$ cat src/logic/evt_pkg.sv
// shared constants and types for the endian and virtualization trap control
package evt_pkg;

	localparam int DATA_BYTES = 8;
	localparam int DATA_W = DATA_BYTES * 8;
	localparam int ADDR_W = 64;
	localparam int REG_ADDR_W = 8;
	localparam int REG_DATA_W = 32;

	// register offsets
	localparam logic [REG_ADDR_W-1:0] CTRL_OFFS = 8'h00;
	localparam logic [REG_ADDR_W-1:0] STAT_OFFS = 8'h04;

	// control register field positions
	localparam int MBE_BIT = 0;
	localparam int SBE_BIT = 1;
	localparam int UBE_BIT = 2;
	localparam int MODIFY_PRIVILEGE_BIT = 3;
	localparam int MPP_LSB = 4;
	localparam int TVM_BIT = 6;
	localparam int TW_BIT = 7;
	localparam int TSR_BIT = 8;

	// status register field positions
	localparam int STAT_PRIV_LSB = 0;
	localparam int STAT_EFF_LSB = 2;
	localparam int STAT_WAIT_BIT = 4;
	localparam int STAT_TIMED_BIT = 5;

	localparam logic [REG_DATA_W-1:0] REG_ZERO = 32'h0000_0000;

	// wait-for-interrupt time limit
	localparam int CLK_PERIOD_NS = 100;
	localparam int WFI_LIMIT_NS = 10000;
	localparam int WFI_LIMIT_CYC = (WFI_LIMIT_NS / CLK_PERIOD_NS) < 1 ? 1 :
		(WFI_LIMIT_NS / CLK_PERIOD_NS);
	localparam int WFI_CNT_W = 16;

	// endian capability of the implementation
	localparam logic [1:0] ENDIAN_BI = 2'h0;
	localparam logic [1:0] ENDIAN_LE_ONLY = 2'h1;
	localparam logic [1:0] ENDIAN_BE_ONLY = 2'h2;

	// read-only mirroring choices
	localparam logic [1:0] MIRROR_NONE = 2'h0;
	localparam logic [1:0] MIRROR_MBE = 2'h1;
	localparam logic [1:0] MIRROR_SBE = 2'h2;

	typedef enum logic [1:0] {
		EVT_PRIV_U = 2'b00,
		EVT_PRIV_S = 2'b01,
		EVT_PRIV_M = 2'b11
	} evt_priv_t;

	typedef enum logic [2:0] {
		EVT_OP_NONE = 3'b000,
		EVT_OP_XLAT_RD = 3'b001,
		EVT_OP_XLAT_WR = 3'b010,
		EVT_OP_FENCE = 3'b011,
		EVT_OP_INVAL = 3'b100,
		EVT_OP_SRET = 3'b101,
		EVT_OP_WFI = 3'b110
	} evt_op_t;

	// access sizes: 1, 2, 4, 8 bytes
	localparam logic [1:0] SIZE_B = 2'h0;
	localparam logic [1:0] SIZE_H = 2'h1;
	localparam logic [1:0] SIZE_W = 2'h2;
	localparam logic [1:0] SIZE_D = 2'h3;

	typedef struct packed {
		logic valid;
		logic fetch;
		logic implicit_acc;
		logic [1:0] size;
		logic [ADDR_W-1:0] addr;
		logic [DATA_W-1:0] wdata;
	} evt_mem_req_t;

	typedef struct packed {
		logic valid;
		logic big_endian;
		logic [1:0] size;
		logic [ADDR_W-1:0] addr;
		logic [DATA_W-1:0] wdata;
	} evt_mem_out_t;

	typedef struct packed {
		logic valid;
		logic big_endian;
		logic [1:0] size;
		logic [DATA_W-1:0] rdata;
	} evt_load_t;

	typedef struct packed {
		logic machine_big_endian;
		logic supervisor_big_endian;
		logic user_big_endian;
		logic modify_privilege;
		logic [1:0] previous_machine_priv;
		logic trap_vm_ops;
		logic trap_wait_timeout;
		logic trap_supervisor_return;
	} evt_ctrl_t;

	localparam evt_ctrl_t CTRL_RESET = '{default: 1'b0};

endpackage

$ cat src/logic/evt_ctrl.sv
// endianness selection and virtualization traps of a hart
`timescale 1ns/1ns

// How it works
// - instruction fetches are always little-endian
// - machine field picks machine data byte order
// - supervisor field zero without supervisor, else orders
// - user field zero without user, else orders
// - page-table accesses always follow supervisor field
// - supervisor/user fields may mirror other fields
// - single-endian devices hard-wire all fields
// - endianness reorders lanes, never moves bytes
// - fields accept any write, read legal
// - trap translation ops in supervisor when set
// - translation trap reads zero without supervisor
// - timed wait below machine traps after limit
// - wait trap reads zero without lower modes
// - user wait traps after limit with supervisor
// - trap supervisor return in supervisor when set
// - return trap reads zero without supervisor
// - modify-privilege uses previous mode for data
module evt_ctrl #(
	parameter bit HAS_S = 1'b1,
	parameter bit HAS_U = 1'b1,
	parameter logic [1:0] ENDIAN_MODE = evt_pkg::ENDIAN_BI,
	parameter logic [1:0] SBE_MIRROR = evt_pkg::MIRROR_NONE,
	parameter logic [1:0] UBE_MIRROR = evt_pkg::MIRROR_NONE,
	parameter bit WFI_TRAP_NOW = 1'b0,
	parameter int WFI_LIMIT = evt_pkg::WFI_LIMIT_CYC
) (
	// clock and reset
	input wire logic ref_clk_in,
	input wire logic reset_in,
	// register port
	input wire logic [evt_pkg::REG_ADDR_W-1:0] reg_addr_in,
	input wire logic [evt_pkg::REG_DATA_W-1:0] reg_wdata_in,
	input wire logic reg_wr_in,
	input wire logic reg_rd_in,
	output logic [evt_pkg::REG_DATA_W-1:0] reg_rdata_out,
	// hart state and instruction events
	input wire evt_pkg::evt_priv_t priv_in,
	input wire evt_pkg::evt_op_t op_in,
	input wire logic wfi_wake_in,
	output logic illegal_out,
	output logic wfi_done_out,
	// memory datapath
	input wire evt_pkg::evt_mem_req_t mem_req_in,
	output evt_pkg::evt_mem_out_t mem_out,
	input wire evt_pkg::evt_load_t load_in,
	output evt_pkg::evt_load_t load_out,
	// legal field view
	output evt_pkg::evt_ctrl_t ctrl_out
);
	import evt_pkg::*;

	typedef enum logic [1:0] {
		EVT_WFI_IDLE = 2'b00,
		EVT_WFI_WAIT = 2'b01
	} evt_wfi_state_t;

	evt_ctrl_t ctrl_reg;
	evt_ctrl_t eff;
	evt_wfi_state_t wfi_reg;
	logic wfi_timed_reg;
	logic [WFI_CNT_W-1:0] wfi_cnt_reg;
	logic [REG_DATA_W-1:0] reg_rdata_reg;
	logic illegal_reg;
	logic wfi_done_reg;
	evt_mem_out_t mem_reg;
	evt_load_t load_reg;
	evt_ctrl_t ctrl_view_reg;
	evt_priv_t data_priv;
	logic data_be;
	logic [DATA_W-1:0] st_swapped;
	logic [DATA_W-1:0] ld_swapped;
	logic op_is_vm;
	logic wfi_timed;
	logic [WFI_CNT_W-1:0] wfi_limit_m1;

	localparam bit HAS_LOWER = HAS_S | HAS_U;

	// a previous-privilege code is kept only if that mode exists
	function automatic logic priv_legal(input logic [1:0] p);
		return (p == EVT_PRIV_M) || (p == EVT_PRIV_S && HAS_S) || (p == EVT_PRIV_U && HAS_U);
	endfunction

	// legal read view of the stored fields, with hard-wiring and mirrors
	function automatic evt_ctrl_t legalize(input evt_ctrl_t c);
		evt_ctrl_t r;
		r = c;
		if (ENDIAN_MODE == ENDIAN_LE_ONLY) begin
			r.machine_big_endian = 1'b0;
			r.supervisor_big_endian = 1'b0;
			r.user_big_endian = 1'b0;
		end else if (ENDIAN_MODE == ENDIAN_BE_ONLY) begin
			r.machine_big_endian = 1'b1;
			r.supervisor_big_endian = 1'b1;
			r.user_big_endian = 1'b1;
		end
		if (SBE_MIRROR == MIRROR_MBE) begin
			r.supervisor_big_endian = r.machine_big_endian;
		end
		if (UBE_MIRROR == MIRROR_MBE) begin
			r.user_big_endian = r.machine_big_endian;
		end else if (UBE_MIRROR == MIRROR_SBE) begin
			r.user_big_endian = r.supervisor_big_endian;
		end
		if (!HAS_S) begin
			r.supervisor_big_endian = 1'b0;
			r.trap_vm_ops = 1'b0;
			r.trap_supervisor_return = 1'b0;
		end
		if (!HAS_U) begin
			r.user_big_endian = 1'b0;
			r.modify_privilege = 1'b0;
		end
		if (!HAS_LOWER) begin
			r.trap_wait_timeout = 1'b0;
		end
		if (!priv_legal(r.previous_machine_priv)) begin
			r.previous_machine_priv = EVT_PRIV_M;
		end
		return r;
	endfunction

	function automatic logic [REG_DATA_W-1:0] pack_ctrl(input evt_ctrl_t c);
		logic [REG_DATA_W-1:0] w;
		w = REG_ZERO;
		w[MBE_BIT] = c.machine_big_endian;
		w[SBE_BIT] = c.supervisor_big_endian;
		w[UBE_BIT] = c.user_big_endian;
		w[MODIFY_PRIVILEGE_BIT] = c.modify_privilege;
		w[MPP_LSB +: 2] = c.previous_machine_priv;
		w[TVM_BIT] = c.trap_vm_ops;
		w[TW_BIT] = c.trap_wait_timeout;
		w[TSR_BIT] = c.trap_supervisor_return;
		return w;
	endfunction

	function automatic evt_ctrl_t unpack_ctrl(input logic [REG_DATA_W-1:0] w,
		input evt_ctrl_t old);
		evt_ctrl_t c;
		c.machine_big_endian = w[MBE_BIT];
		c.supervisor_big_endian = w[SBE_BIT];
		c.user_big_endian = w[UBE_BIT];
		c.modify_privilege = w[MODIFY_PRIVILEGE_BIT];
		// an unsupported mode code leaves the previous one in place
		c.previous_machine_priv = priv_legal(w[MPP_LSB +: 2]) ? w[MPP_LSB +: 2] :
			old.previous_machine_priv;
		c.trap_vm_ops = w[TVM_BIT];
		c.trap_wait_timeout = w[TW_BIT];
		c.trap_supervisor_return = w[TSR_BIT];
		return c;
	endfunction

	function automatic logic order_of(input evt_ctrl_t c, input logic [1:0] p);
		logic r;
		unique case (p)
			EVT_PRIV_M: r = c.machine_big_endian;
			EVT_PRIV_S: r = c.supervisor_big_endian;
			EVT_PRIV_U: r = c.user_big_endian;
			default: r = c.machine_big_endian;
		endcase
		return r;
	endfunction

	assign eff = legalize(ctrl_reg);

	// control field storage
	always_ff @(posedge ref_clk_in or posedge reset_in) begin
		if (reset_in) begin
			ctrl_reg <= CTRL_RESET;
		end else if (reg_wr_in && reg_addr_in == CTRL_OFFS) begin
			ctrl_reg <= legalize(unpack_ctrl(reg_wdata_in, eff));
		end
	end

	// read data, one cycle after the strobe; unmapped offsets read zero
	always_ff @(posedge ref_clk_in or posedge reset_in) begin
		if (reset_in) begin
			reg_rdata_reg <= REG_ZERO;
		end else if (reg_rd_in) begin
			if (reg_addr_in == CTRL_OFFS) begin
				reg_rdata_reg <= pack_ctrl(eff);
			end else if (reg_addr_in == STAT_OFFS) begin
				reg_rdata_reg <= REG_ZERO |
					(REG_DATA_W'(priv_in) << STAT_PRIV_LSB) |
					(REG_DATA_W'(data_priv) << STAT_EFF_LSB) |
					(REG_DATA_W'(wfi_reg == EVT_WFI_WAIT) << STAT_WAIT_BIT) |
					(REG_DATA_W'(wfi_timed_reg) << STAT_TIMED_BIT);
			end else begin
				reg_rdata_reg <= REG_ZERO;
			end
		end else begin
			reg_rdata_reg <= REG_ZERO;
		end
	end

	// data byte order: previous mode under modify-privilege
	always_comb begin
		data_priv = eff.modify_privilege ? evt_priv_t'(eff.previous_machine_priv) :
			priv_in;
		if (mem_req_in.fetch) begin
			data_be = 1'b0;
		end else if (mem_req_in.implicit_acc) begin
			data_be = eff.supervisor_big_endian;
		end else begin
			data_be = order_of(eff, data_priv);
		end
	end

	evt_lane_swap #(.BYTES(DATA_BYTES)) u_store_swap (
		.data_in(mem_req_in.wdata),
		.size_in(mem_req_in.size),
		.swap_in(data_be),
		.data_out(st_swapped)
	);

	evt_lane_swap #(.BYTES(DATA_BYTES)) u_load_swap (
		.data_in(load_in.rdata),
		.size_in(load_in.size),
		.swap_in(load_in.big_endian),
		.data_out(ld_swapped)
	);

	// address passes unchanged; only the lanes of the quantity move
	always_ff @(posedge ref_clk_in or posedge reset_in) begin
		if (reset_in) begin
			mem_reg <= '0;
		end else begin
			mem_reg.valid <= mem_req_in.valid;
			mem_reg.big_endian <= data_be;
			mem_reg.size <= mem_req_in.size;
			mem_reg.addr <= mem_req_in.addr;
			mem_reg.wdata <= st_swapped;
		end
	end

	always_ff @(posedge ref_clk_in or posedge reset_in) begin
		if (reset_in) begin
			load_reg <= '0;
		end else begin
			load_reg.valid <= load_in.valid;
			load_reg.big_endian <= load_in.big_endian;
			load_reg.size <= load_in.size;
			load_reg.rdata <= ld_swapped;
		end
	end

	// instruction checks
	always_comb begin
		op_is_vm = (op_in == EVT_OP_XLAT_RD) || (op_in == EVT_OP_XLAT_WR) ||
			(op_in == EVT_OP_FENCE) || (op_in == EVT_OP_INVAL);
		// user-mode wait is timed on any hart with supervisor mode
		wfi_timed = (priv_in != EVT_PRIV_M) && (eff.trap_wait_timeout ||
			(HAS_S && priv_in == EVT_PRIV_U));
		wfi_limit_m1 = WFI_CNT_W'(WFI_LIMIT - 1);
	end

	// wait-for-interrupt tracking and illegal-instruction pulses
	always_ff @(posedge ref_clk_in or posedge reset_in) begin
		if (reset_in) begin
			wfi_reg <= EVT_WFI_IDLE;
			wfi_timed_reg <= 1'b0;
			wfi_cnt_reg <= '0;
			illegal_reg <= 1'b0;
			wfi_done_reg <= 1'b0;
		end else begin
			illegal_reg <= 1'b0;
			wfi_done_reg <= 1'b0;
			unique case (wfi_reg)
				EVT_WFI_IDLE: begin
					if (op_is_vm && priv_in == EVT_PRIV_S && eff.trap_vm_ops) begin
						illegal_reg <= 1'b1;
					end else if (op_in == EVT_OP_SRET && priv_in == EVT_PRIV_S &&
						eff.trap_supervisor_return) begin
						illegal_reg <= 1'b1;
					end else if (op_in == EVT_OP_WFI) begin
						if (wfi_timed && WFI_TRAP_NOW) begin
							illegal_reg <= 1'b1;
						end else begin
							wfi_reg <= EVT_WFI_WAIT;
							wfi_timed_reg <= wfi_timed;
							wfi_cnt_reg <= '0;
						end
					end
				end
				EVT_WFI_WAIT: begin
					// a wake in the last counted cycle still completes the wait
					if (wfi_wake_in) begin
						wfi_done_reg <= 1'b1;
						wfi_reg <= EVT_WFI_IDLE;
						wfi_timed_reg <= 1'b0;
					end else if (wfi_timed_reg && wfi_cnt_reg == wfi_limit_m1) begin
						illegal_reg <= 1'b1;
						wfi_reg <= EVT_WFI_IDLE;
						wfi_timed_reg <= 1'b0;
					end else if (wfi_timed_reg) begin
						wfi_cnt_reg <= wfi_cnt_reg + WFI_CNT_W'(1);
					end
				end
				default: begin
					wfi_reg <= EVT_WFI_IDLE;
				end
			endcase
		end
	end

	always_ff @(posedge ref_clk_in or posedge reset_in) begin
		if (reset_in) begin
			ctrl_view_reg <= CTRL_RESET;
		end else begin
			ctrl_view_reg <= eff;
		end
	end

	assign reg_rdata_out = reg_rdata_reg;
	assign illegal_out = illegal_reg;
	assign wfi_done_out = wfi_done_reg;
	assign mem_out = mem_reg;
	assign load_out = load_reg;
	assign ctrl_out = ctrl_view_reg;

endmodule

$ cat src/logic/evt_lane_swap.sv
// byte-lane reversal of a multibyte quantity
`timescale 1ns/1ns
module evt_lane_swap #(
	parameter int BYTES = 8
) (
	// quantity in
	input wire logic [BYTES*8-1:0] data_in,
	input wire logic [1:0] size_in,
	input wire logic swap_in,
	// quantity out
	output logic [BYTES*8-1:0] data_out
);
	import evt_pkg::*;

	// only the low 2^size bytes are reordered; the address map is untouched
	function automatic logic [BYTES*8-1:0] reverse(input logic [BYTES*8-1:0] d,
		input logic [1:0] sz);
		logic [BYTES*8-1:0] r;
		int n;
		r = d;
		n = 1 << sz;
		for (int i = 0; i < BYTES; i++) begin
			if (i < n) begin
				r[i*8 +: 8] = d[(n-1-i)*8 +: 8];
			end
		end
		return r;
	endfunction

	always_comb begin
		data_out = swap_in ? reverse(data_in, size_in) : data_in;
	end

endmodule

$ cat config.mk
export PLATFORM = sky130hd
export DESIGN_NAME = evt_ctrl
export DESIGN_NICKNAME = d
export VERILOG_FILES = /design/src/logic/evt_pkg.sv /design/src/logic/evt_ctrl.sv /design/src/logic/evt_lane_swap.sv
export SDC_FILE = /design/constraint.sdc
export NUM_CORES = 1
export LEC_CHECK = 0
export BUFFER_PORTS_ARGS = -buffer_cell sky130_fd_sc_hd__buf_2
export CORE_AREA = 2 2 195 197
export DETAILED_ROUTE_END_ITERATION = 6
export DIE_AREA = 0 0 197 199
export REMOVE_ABC_BUFFERS = 1
export SLEW_MARGIN = 30
export SYNTH_ARGS = -nofsm -noshare
export SYNTH_HDL_FRONTEND = slang
export SYNTH_HIERARCHICAL = 1
export SYNTH_SLANG_ARGS = --single-unit
$ cat constraint.sdc
create_clock -name ref_clk_in -period 7.85 [get_ports ref_clk_in]
set_input_delay 0.3925 -clock ref_clk_in [delete_from_list [all_inputs] [get_ports ref_clk_in]]
set_output_delay 0.3925 -clock ref_clk_in [all_outputs]
set_load 0.01 [all_outputs]
==> results of run 1 <==
metrics by stage:
| stage | power [mW] | setup WS (ps) |
|---|---|---|
| finish | 3.44 | 4050 |
| global route | 3.59 | 3800 |
| CTS | 3.48 | 4070 |
| detailed placement | 2.06 | 3990 |
| global placement | 2.05 | 4060 |
| floorplan | 1.78 | 671 |
path summary, 6_finish.rpt:
| path | cells past startpoint | startpoint | endpoint |
|---|---|---|---|
| worst min-delay path | 1 | mem_req_in[129] | mem_out[129] |
| min in group asynchronous | 3 | reset_in | ctrl_reg[0] |
| worst min register to register | 0 | ctrl_reg[1] | ctrl_out[1] |
| worst max register to register | 8 | ctrl_reg[5] | mem_out[63] |
| worst max-delay path | 10 | load_in[64] | load_out[1] |
| max in group asynchronous | 5 | reset_in | mem_out[107] |
worst max-delay path, delay by kind of cell:
family                     cells  cell delay [ps]
muxes                          1              550
AOI/OAI and AO/OA              2              340
buffers and inverters          5             1600
adders and majority gates      2             1310
cells in the final DEF (no fill, tap or decap), types with 6 or more instances in the layout:
cell and n:
buf_2 447, dfrtp_1 247, mux2i_1 122, mux4_2 80, nand2_1 78, dlygate4sd3_1 69
o21ai_0 68, a22o_1 48, inv_1 35, clkbuf_16 29, o221ai_1 28, a21oi_1 25
mux2_2 25, conb_1 23, nor2_1 18, ha_1 17, mux4_1 16, a222oi_1 16
diode_2 15, nor3_1 13, or3_1 12, nor2b_1 12, buf_4 12, a21o_1 12
nand2b_1 11, a32o_1 10, clkinv_2 9, o22ai_1 8, nand3_1 7, a22oi_1 6
o31ai_1 6
kinds of logic after synthesis:
group                      synth area share [%]
AOI/OAI and AO/OA                          13.1
xor gates and xnor gates                  0.253
adders and majority gates                  2.15
buffers and inverters                      5.89
DFF                                        44.6
muxes                                      26.9
other                                    0.0271
and+or+nand+nor                            7.11
power by group through the flow:
stage / Combinational (mW) / Sequential [mW] / Clock (mW)
finish: 0.694 / 1.38 / 1.36
detailed placement: 0.659 / 1.40 / 0
global placement: 0.647 / 1.40 / 0
global route: 0.751 / 1.39 / 1.46
CTS: 0.688 / 1.38 / 1.41
floorplan: 0.349 / 1.43 / 0
what timing repair did:
item | in CTS | in global routing
gates resized for setup | 0 | 0
hold buffers | 69 | 0
endpoints found under the hold margin | 80 | 0
area by class of cell:
cell class | count | share of cell area, %
Multi-Input combinational cell | 735 | 39.1
Sequential cell | 247 | 34.2
Timing Repair Buffer | 531 | 17.0
Clock buffer | 36 | 4.39
Tap cell | 474 | 3.29
Clock inverter | 16 | 0.984
Inverter | 36 | 0.790
Antenna cell | 15 | 0.208
per-layer routing:
| layer | part of all wire [%] | global-route usage, % |
|---|---|---|
| met1 | 38 | 29.8 |
| met4 | 3.7 | 9.86 |
| met3 | 11 | 5.99 |
| met5 | 0.17 | 0 |
| met2 | 48 | 38.6 |
==> key figures, run 1 <==
Outcome
  – Status: complete, no violations

Placement
  – # port buffers: 447
  – Dpl cells: 1953
  – Routability cong.: 0.904
  – DP Area: 0.0163 sq mm
  – Post-DP HPWL: 32900 um

Critical path
  – Setup CP Type: primary input to register
  – Largest stage delay, worst path: 720 ps
  – Largest fanout on the critical path: 42
  – Most frequent CP cell: inv_1
  – Crit path arrival time: 4270 ps
  – Crit start category: primary input
  – FF-to-FF setup slack: 4780 ps
  – Critical Path End Type: register
  – Slowest CP cell: ha_1
  – Crit path required time: 8320 ps
  – Critical-path cell list: dlygate4sd3_1, buf_2, inv_1, ha_4, inv_1, ha_1, buf_4, mux4_2, a22o_1, a21o_1

Synthesis
  – Number of synthesized flops with an enable pin: 0
  – YS warnings: 6
  – Cell count after synthesis: 1096
  – Most instantiated cells after synthesis: 247 x dfrtp_1, 122 x mux2i_1, 80 x mux4_2
  – Ys async rst share: 100%
  – Primary FF master, synth: dfrtp_1
  – Register area share after synthesis: 44.6%
  – Cell accounting for the most synthesized area: dfrtp_1
  – Yosys top cell area share: 44.6%
  – Most numerous cell in the Yosys netlist: dfrtp_1
  – Synth unique cells: 62
  – Syn Area/Cell: 12.6 sq um
  – Post-synthesis register bit count: 247
  – Post-Syn Area: 0.0139 sq mm
  – Synth top area cells: dfrtp_1 45%, mux4_2 13%, mux2i_1 8.8%

Cells and area
  – Area growth from synthesis to layout: 30.2%
  – Max FFs per register: 132
  – Multi-input gate area: 0.00705 sq mm
  – Fill cells: 3340
  – Design area: 0.0180 sq mm
  – Layout cells sized above 1: 40.2%
  – Util after Layout: 48.6%
  – Register Area: 0.00618 sq mm
  – Final #Nets: 1854
  – Non-filler cells, final: 2090

Timing
  – Rel. slew slack: 25.6%
  – Setup_tns: 0 ps
  – Final Max Slew Viols: 0
  – Post-Route Skew: 15.3 ps
  – WHS: 38.0 ps
  – RSZ-0062 raised after global routing: false
  – Final setup vio count: 0
  – Crit share post-route: 48.4%
  – Tmin final: 3800 ps
  – Hold Fails Final Rpt: 0
  – Actual slew at the worst max-slew pin: 1110 ps
  – FMAX: 0.263 GHz

CTS
  – CTS root buf: clkbuf_16
  – Num CTS Buffers: 29
  – CTS tree: yes
  – Clock transition at path regs: 60 ps
  – Sink Count: 247
  – H-tree depth: 1
  – CTS Buffer Depth: 3
  – Clock Latency Late Sink: 580 ps
  – Setup Buffers After CTS: 0

GRT
  – GR Overflow Total: 0
  – First-pass GRT wire length: 70600 um
  – Vias in the first global route: 11724
  – GRT Util Overall: 23.6%
  – Initial antenna violation count: 14
  – Largest net degree at the start of global routing: 126

Routing
  – Number of DRC markers in iteration 0: 909
  – WL/cell: 22.8 um
  – DRC: 0
  – Via density: 5.71
  – TritonRoute pass-1 iters: 5
  – Via count: 11936
  – Final ANT Viol Nets: 0
  – Routed wire length: 47700 um

Power
  – Reg power frac: 40.1%
  – Leakage: 8.29 nW
  – P per Cell Area: 190 mW/mm^2
  – Pint: 2.48 mW
  – Comb power frac: 20.2%
  – Switching power: 958 uW
  – Sw Ratio: 27.9%
  – Clk pwr share: 39.7%
  – Peak VDD IR: 0.171 mV

Floorplanning
  – IO Count: 494
  – Die Width: 197 um
  – Initial Util: 37.3%
  – # rows: 71
  – Die area: 0.0392 sq mm
  – Die Height: 199 um
  – Core region area: 0.0371 sq mm

Hold path
  – Hold crit path type: primary input to register

Job
  – Max-Cap Viols: 0
No activity file was read; power rests on OpenSTA's default activity.
==> inputs of run 2 (changes only) <==
==> constraint.sdc (replaced) <==
create_clock -name ref_clk_in -period 3.6 [get_ports ref_clk_in]
set_input_delay 0.18 -clock ref_clk_in [delete_from_list [all_inputs] [get_ports ref_clk_in]]
set_output_delay 0.18 -clock ref_clk_in [all_outputs]
set_load 0.01 [all_outputs]
==> run 2 against run 1 <==
Against the previous run:
- total power is 120% higher
- sequential share of layout area is 2.7 points lower
- clock-buffer cell count is 4 higher
- utilization is 4.2 points higher
- register-to-register slack worse by 3900 ps
- routed wire length is 4.7% higher
==> key figures, run 2 (synthesis results as in run 1) <==
Critical path
  – CP Capture Point: mem_out[60]
  – Delay-heaviest family, CP: simple AND/OR/NAND/NOR gates
  – Instance count on the critical path: 9 (-1)
  – Crit path arrival time: 3200 ps (-1070 ps)
  – Crit start category: register
  – Slowest CP cell: dfrtp_1
  – Largest stage delay, worst path: 460 ps (-260 ps)
  – Setup CP Type: register to register
  – Most frequent CP cell: buf_4
  – WP buf/inv: 2 (-3)
  – Largest fanout on the critical path: 9 (-79%)
  – FF-to-FF setup slack: 850 ps (-3930 ps)
  – Worst reg2reg path depth: 9 (+1)
  – Critical Path End Type: register
  – Critical-path cell list: or2_2, mux2_2, o31ai_1, a211oi_2, buf_4, and2_1, nand2_1, buf_4, o21ai_0
  – RR Endpoint: mem_out[60]
  – FF-to-FF Start: ctrl_reg[4]
  – Crit path from: ctrl_reg[4]
  – Crit path required time: 4040 ps (-4280 ps)

CTS
  – Clock Latency Late Sink: 580 ps (about the same)
  – CTS root buf: clkbuf_16
  – Sink Count: 247 (unchanged)
  – Num CTS Buffers: 30 (+3.4%)
  – CTS Buffer Depth: 3 (unchanged)
  – Post-cts sizing count: 0 (unchanged)
  – Clock transition at path regs: 60 ps (about the same)
  – CTS tree: yes
  – H-tree depth: 1 (unchanged)

Floorplanning
  – Die area: 0.0392 sq mm (unchanged)
  – # rows: 71 (unchanged)
  – IO Count: 494 (unchanged)
  – Die Width: 197 um (unchanged)
  – Die Height: 199 um (unchanged)
  – Initial Util: 37.3% (unchanged)
  – Core region area: 0.0371 sq mm (unchanged)

Timing
  – Rel. slew slack: 32.2% (+6.6 points)
  – Actual slew at the worst max-slew pin: 1010 ps (-102 ps)
  – Final setup vio count: 0 (unchanged)
  – WHS: 34.1 ps (-3.86 ps)
  – Setup_tns: 0 ps (unchanged)
  – Final Worst Setup Slack: 846 ps (-3200 ps)
  – RSZ-0062 raised after global routing: false
  – Tmin final: 2750 ps
  – FMAX: 0.363 GHz
  – Final Max Slew Viols: 0 (unchanged)
  – Post-Route Skew: 19.3 ps (+4.05 ps)
  – Hold Fails Final Rpt: 0 (unchanged)
  – Crit share post-route: 76.5%

GRT
  – First-pass GRT wire length: 75000 um (+6.3%)
  – Vias in the first global route: 12734 (+8.6%)
  – GRT Util Overall: 24.8% (+1.2 points)
  – Largest net degree at the start of global routing: 88 (-30%)
  – GR Overflow Total: 0 (unchanged)
  – Initial antenna violation count: 4 (-10)

Cells and area
  – Final #Nets: 2023 (+9.1%)
  – Fill cells: 3196 (-4.3%)
  – Util after Layout: 52.8% (+4.2 points)
  – Max FFs per register: 132 (unchanged)
  – Design area: 0.0196 sq mm (+8.6%)
  – Most common cell after layout, fill and taps aside: buf_2
  – Area growth from synthesis to layout: 41.3%
  – Non-filler cells, final: 2250 (+7.7%)
  – Most frequent cells in the layout: 447 x buf_2, 247 x dfrtp_1, 213 x dlygate4sd3_1, 122 x mux2i_1, 80 x mux4_2
  – Layout cells sized above 1: 37.2% (-3.0 points)

Power
  – Leakage: 9.02 nW (+8.8%)
  – Sw Ratio: 28.2% (+0.30 points)
  – Switching power: 2.17 mW (+130%)
  – Reg power frac: 39.1% (-1.0 points)
  – Comb power frac: 21.6% (+1.4 points)
  – Pwr Total: 7.69 mW (+120%)
  – Pint: 5.52 mW (+120%)
  – Peak VDD IR: 0.276 mV (+61%)
  – P per Cell Area: 392 mW/mm^2 (+110%)
  – Clk pwr share: 39.3% (-0.4 points)

Placement
  – Post-DP HPWL: 34100 um (+3.4%)
  – DP Area: 0.0165 sq mm (+0.96%)
  – Dpl cells: 1978 (+1.3%)
  – Routability cong.: 0.898 (-0.75%)
  – # port buffers: 447 (unchanged)
  – Worst slack at placement: 919 ps (-3070 ps)

Routing
  – TritonRoute pass-1 iters: 6 (+1)
  – DRC: 0 (unchanged)
  – Number of DRC markers in iteration 0: 857 (-5.7%)
  – Routed wire length: 49900 um (+4.7%)
  – WL/cell: 22.2 um (-2.8%)
  – Via density: 5.60 (-1.9%)
  – Via count: 12601 (+5.6%)
  – Final ANT Viol Nets: 0 (unchanged)

Hold path
  – Hold crit path type: primary input to register

Outcome
  – Status: complete, no violations

Job
  – Max-Cap Viols: 0 (unchanged)
run 2: cell count changes in the layout (fill, tap and decap cells not counted), sizes merged, moves of 2 or more:
cell         delta
dlygate4sd3   +144
buf            +24
clkinv          -2
diode          -11
clkbuf          +4
run 2: area by class of cell:
cell class	instances	area, sq um	share of cell area (%)
repair buffers	699	4700	24.0
multi-input cells	735	6980	35.6
clock inverters	15	145	0.741
flip-flops and latches	247	6180	31.5
diodes	4	10.0	0.0511
inverters	36	143	0.728
clock buffers	40	840	4.29
well taps	474	593	3.03
run 2: repair_timing:
| action | 4_1_cts | 5_1_grt |
|---|---|---|
| hold buffers | 213 | 0 |
| buffers inserted | 0 | 0 |
| hold endpoints to repair | 299 | 0 |
run 2: power by group through the flow:
stage / combinational [mW] / sequential (mW) / clock (mW)
floorplan: 0.761 / 3.13 / 0
global placement: 1.44 / 3.05 / 0
detailed placement: 1.45 / 3.05 / 0
finish: 1.66 / 3.01 / 3.02
global route: 1.78 / 3.02 / 3.23
CTS: 1.64 / 3.01 / 3.11
run 2: worst min path at each step:
stage                                from          endpoint  slack (ps)  cells after the start
after floorplan               load_in[64]      load_out[64]         210                      0
after CTS                  reg_addr_in[2]  reg_rdata_out[6]           2                      3
after global placement    mem_req_in[126]      mem_out[126]         290                      1
after detailed placement   mem_req_in[98]       mem_out[98]         290                      1
after global routing        mem_req_in[3]        mem_out[3]          10                      3
final                       mem_req_in[3]        mem_out[3]          30                      3
run 2: layer usage:
layer	routed length, um	vias up	part of all wire [%]	global-route usage [%]
met5	0	-	0	0
met4	2070	0	4.1	11.5
met3	5150	129	10	5.80
met2	23600	809	47	40.9
met1	19100	6158	38	31.0
li1	-	5505	-	-
run 2: worst reg2reg max path: stages, from the launching register on:
cell	delay, ps
dfrtp_1	460
or2_2	360
mux2_2	290
o31ai_1	250
a211oi_2	110
buf_4	190
and2_1	220
nand2_1	360
buf_4	250
o21ai_0	140
==> inputs of run 3 (changes only) <==
==> constraint.sdc (replaced) <==
create_clock -name ref_clk_in -period 2.78 [get_ports ref_clk_in]
set_input_delay 0.139 -clock ref_clk_in [delete_from_list [all_inputs] [get_ports ref_clk_in]]
set_output_delay 0.139 -clock ref_clk_in [all_outputs]
set_load 0.01 [all_outputs]
==> run 3 against run 2 <==
Against the previous run:
- register-to-register slack got worse by 770 ps
- sequential share of layout area shrank 0.48 points
- critical path depth did not move
- routed wire length is 1.9% higher
- clock-buffer cell count down 4
- combinational power up 32%
- non-clock buffer count is 30 higher
- utilization grew 0.81 points
- clock skew about the same
- sequential cell count unchanged
- critical path type unchanged
- largest power group unchanged
==> key figures, run 3 (synthesis results as in run 1) <==
CTS
  – CTS tree: yes
  – CTS root buf: clkbuf_16
  – Clock Latency Late Sink: 560 ps (-20 ps)
  – Clock transition at path regs: 60 ps (about the same)
  – CTS Buffer Depth: 3 (unchanged)
  – Num CTS Buffers: 29 (-3.3%)
  – H-tree depth: 1 (unchanged)
  – Sink Count: 247 (unchanged)

Cells and area
  – Final #Nets: 2052 (+1.4%)
  – Register Area: 0.00618 sq mm (unchanged)
  – Max FFs per register: 132 (unchanged)
  – Non-filler cells, final: 2277 (+1.2%)
  – Multi-input gate area: 0.00698 sq mm (about the same)
  – Fill cells: 3129 (-2.1%)
  – Most common cell after layout, fill and taps aside: buf_2
  – Design area: 0.0199 sq mm (+1.5%)
  – Util after Layout: 53.6% (+0.81 points)
  – Most frequent cells in the layout: 447 x buf_2, 247 x dfrtp_1, 219 x dlygate4sd3_1, 122 x mux2i_1, 80 x mux4_2
  – Layout cells sized above 1: 37.9% (+0.70 points)
  – Area growth from synthesis to layout: 43.5%

Timing
  – Setup_tns: 0 ps (unchanged)
  – Post-Route Skew: 19.6 ps (+0.304 ps)
  – Rel. slew slack: 33.4% (+1.2 points)
  – FMAX: 0.370 GHz (+1.8%)
  – Actual slew at the worst max-slew pin: 992 ps (-18.2 ps)
  – Final Worst Setup Slack: 74.4 ps (-771 ps)
  – Final setup vio count: 0 (unchanged)
  – Tmin final: 2710 ps (-48.8 ps)
  – Hold Fails Final Rpt: 0 (unchanged)
  – Crit share post-route: 97.3% (+21 points)
  – WHS: 34.5 ps (+0.423 ps)
  – RSZ-0062 raised after global routing: false
  – Final Max Slew Viols: 0 (unchanged)

Critical path
  – Crit path arrival time: 3200 ps (about the same)
  – FF-to-FF setup slack: 70 ps (-770 ps)
  – CP Capture Point: mem_out[25]
  – Critical Path End Type: register
  – Worst reg2reg path depth: 9 (unchanged)
  – Largest fanout on the critical path: 9 (unchanged)
  – Crit path from: ctrl_reg[5]
  – Crit path required time: 3280 ps (-760 ps)
  – RR Endpoint: mem_out[25]
  – FF-to-FF Start: ctrl_reg[5]
  – Crit start category: register
  – Setup CP Type: register to register

Power
  – P per Cell Area: 508 mW/mm^2 (+29%)
  – Peak VDD IR: 0.400 mV (+45%)
  – Leakage: 9.19 nW (+1.9%)
  – Pwr Total: 10.1 mW (+31%)

Floorplanning
  – IO Count: 494 (unchanged)
  – Die area: 0.0392 sq mm (unchanged)
  – # rows: 71 (unchanged)
  – Core region area: 0.0371 sq mm (unchanged)
  – Die Width: 197 um (unchanged)
  – Initial Util: 37.3% (unchanged)
  – Die Height: 199 um (unchanged)

Job
  – Max-Cap Viols: 0 (unchanged)

GRT
  – Initial antenna violation count: 5 (+1)
  – GR Overflow Total: 0 (unchanged)
  – GRT Util Overall: 25.2% (+0.40 points)
  – Largest net degree at the start of global routing: 82 (-6.8%)
  – First-pass GRT wire length: 76000 um (+1.4%)
  – Vias in the first global route: 13148 (+3.3%)

Routing
  – Via density: 5.63 (+0.48%)
  – Routed wire length: 50900 um (+1.9%)
  – Via count: 12814 (+1.7%)
  – WL/cell: 22.3 um (+0.71%)
  – Number of DRC markers in iteration 0: 959 (+12%)
  – DRC: 0 (unchanged)
  – Final ANT Viol Nets: 0 (unchanged)
  – TritonRoute pass-1 iters: 6 (unchanged)

Placement
  – # port buffers: 447 (unchanged)
  – Worst slack at placement: 171 ps (-748 ps)
  – Dpl cells: 2002 (+1.2%)
  – Routability cong.: 0.877 (-2.3%)
  – Post-DP HPWL: 34500 um (+1.3%)
  – DP Area: 0.0167 sq mm (+1.3%)

Outcome
  – Status: complete, no violations

Hold path
  – Hold crit path type: primary input to register
[run 3: changes by cell type in the layout (fill, tap and decap cells not counted), sizes merged, moves of 2 or more]
cell	previous run	this run
buf	486	510
dlygate4sd3	213	219
clkbuf	40	36
bufinv	2	5
clkinv	7	9
inv	38	36
[run 3: what timing repair did]
action | in CTS | in global routing
gates resized for setup | 0 | 1
buffers inserted | 0 | 0
hold buffers | 218 | 1
endpoints found under the setup margin | 0 | 3
hold endpoints to repair | 286 | 1
[run 3: metal layers]
layer | part of all wire, % | GRT usage (%) | vias up
li1 | - | - | 5578
met2 | 48 | 42.5 | 781
met4 | 5.3 | 13.4 | 4
met1 | 37 | 29.9 | 6292
met5 | 0.053 | 0 | -
met3 | 9.5 | 6.15 | 159
[run 3: layout make-up]
cell class                 count  area share (%)
clock buffer                  36            3.93
antenna                        3          0.0377
clock inverter                17            1.13
sequential                   247            31.1
multi-input combinational    735            35.1
timing repair buffer         729            25.0
tap                          474            2.98
inverter                      36           0.717
[run 3: power breakdown]
group / switching, mW / internal, mW
clock network: 1.56 / 2.45
logic: 1.12 / 1.07
registers: 0.0876 / 3.81
total: 2.77 / 7.33
[run 3: how the worst min path moves through the flow]
stage                              start      endpoint  slack (ps)  cells past startpoint
after floorplan              load_in[64]  load_out[64]         170                      0
after global placement          reset_in   mem_out[74]         240                      2
after detailed placement        reset_in   mem_out[74]         240                      2
after CTS                 mem_req_in[63]   mem_out[63]           3                      3
after global routing            op_in[1]    wfi_reg[0]          40                      3
final                           op_in[1]   illegal_out          30                      4
[run 3: worst max-delay path, cell delays in order, from the launching register on]
cell	delay [ps]
dfrtp_1	460
mux2_2	390
nand2b_1	70
o31ai_1	80
a211oi_2	210
buf_4	210
nand2_1	140
nor3_2	720
a222oi_1	240
inv_1	110
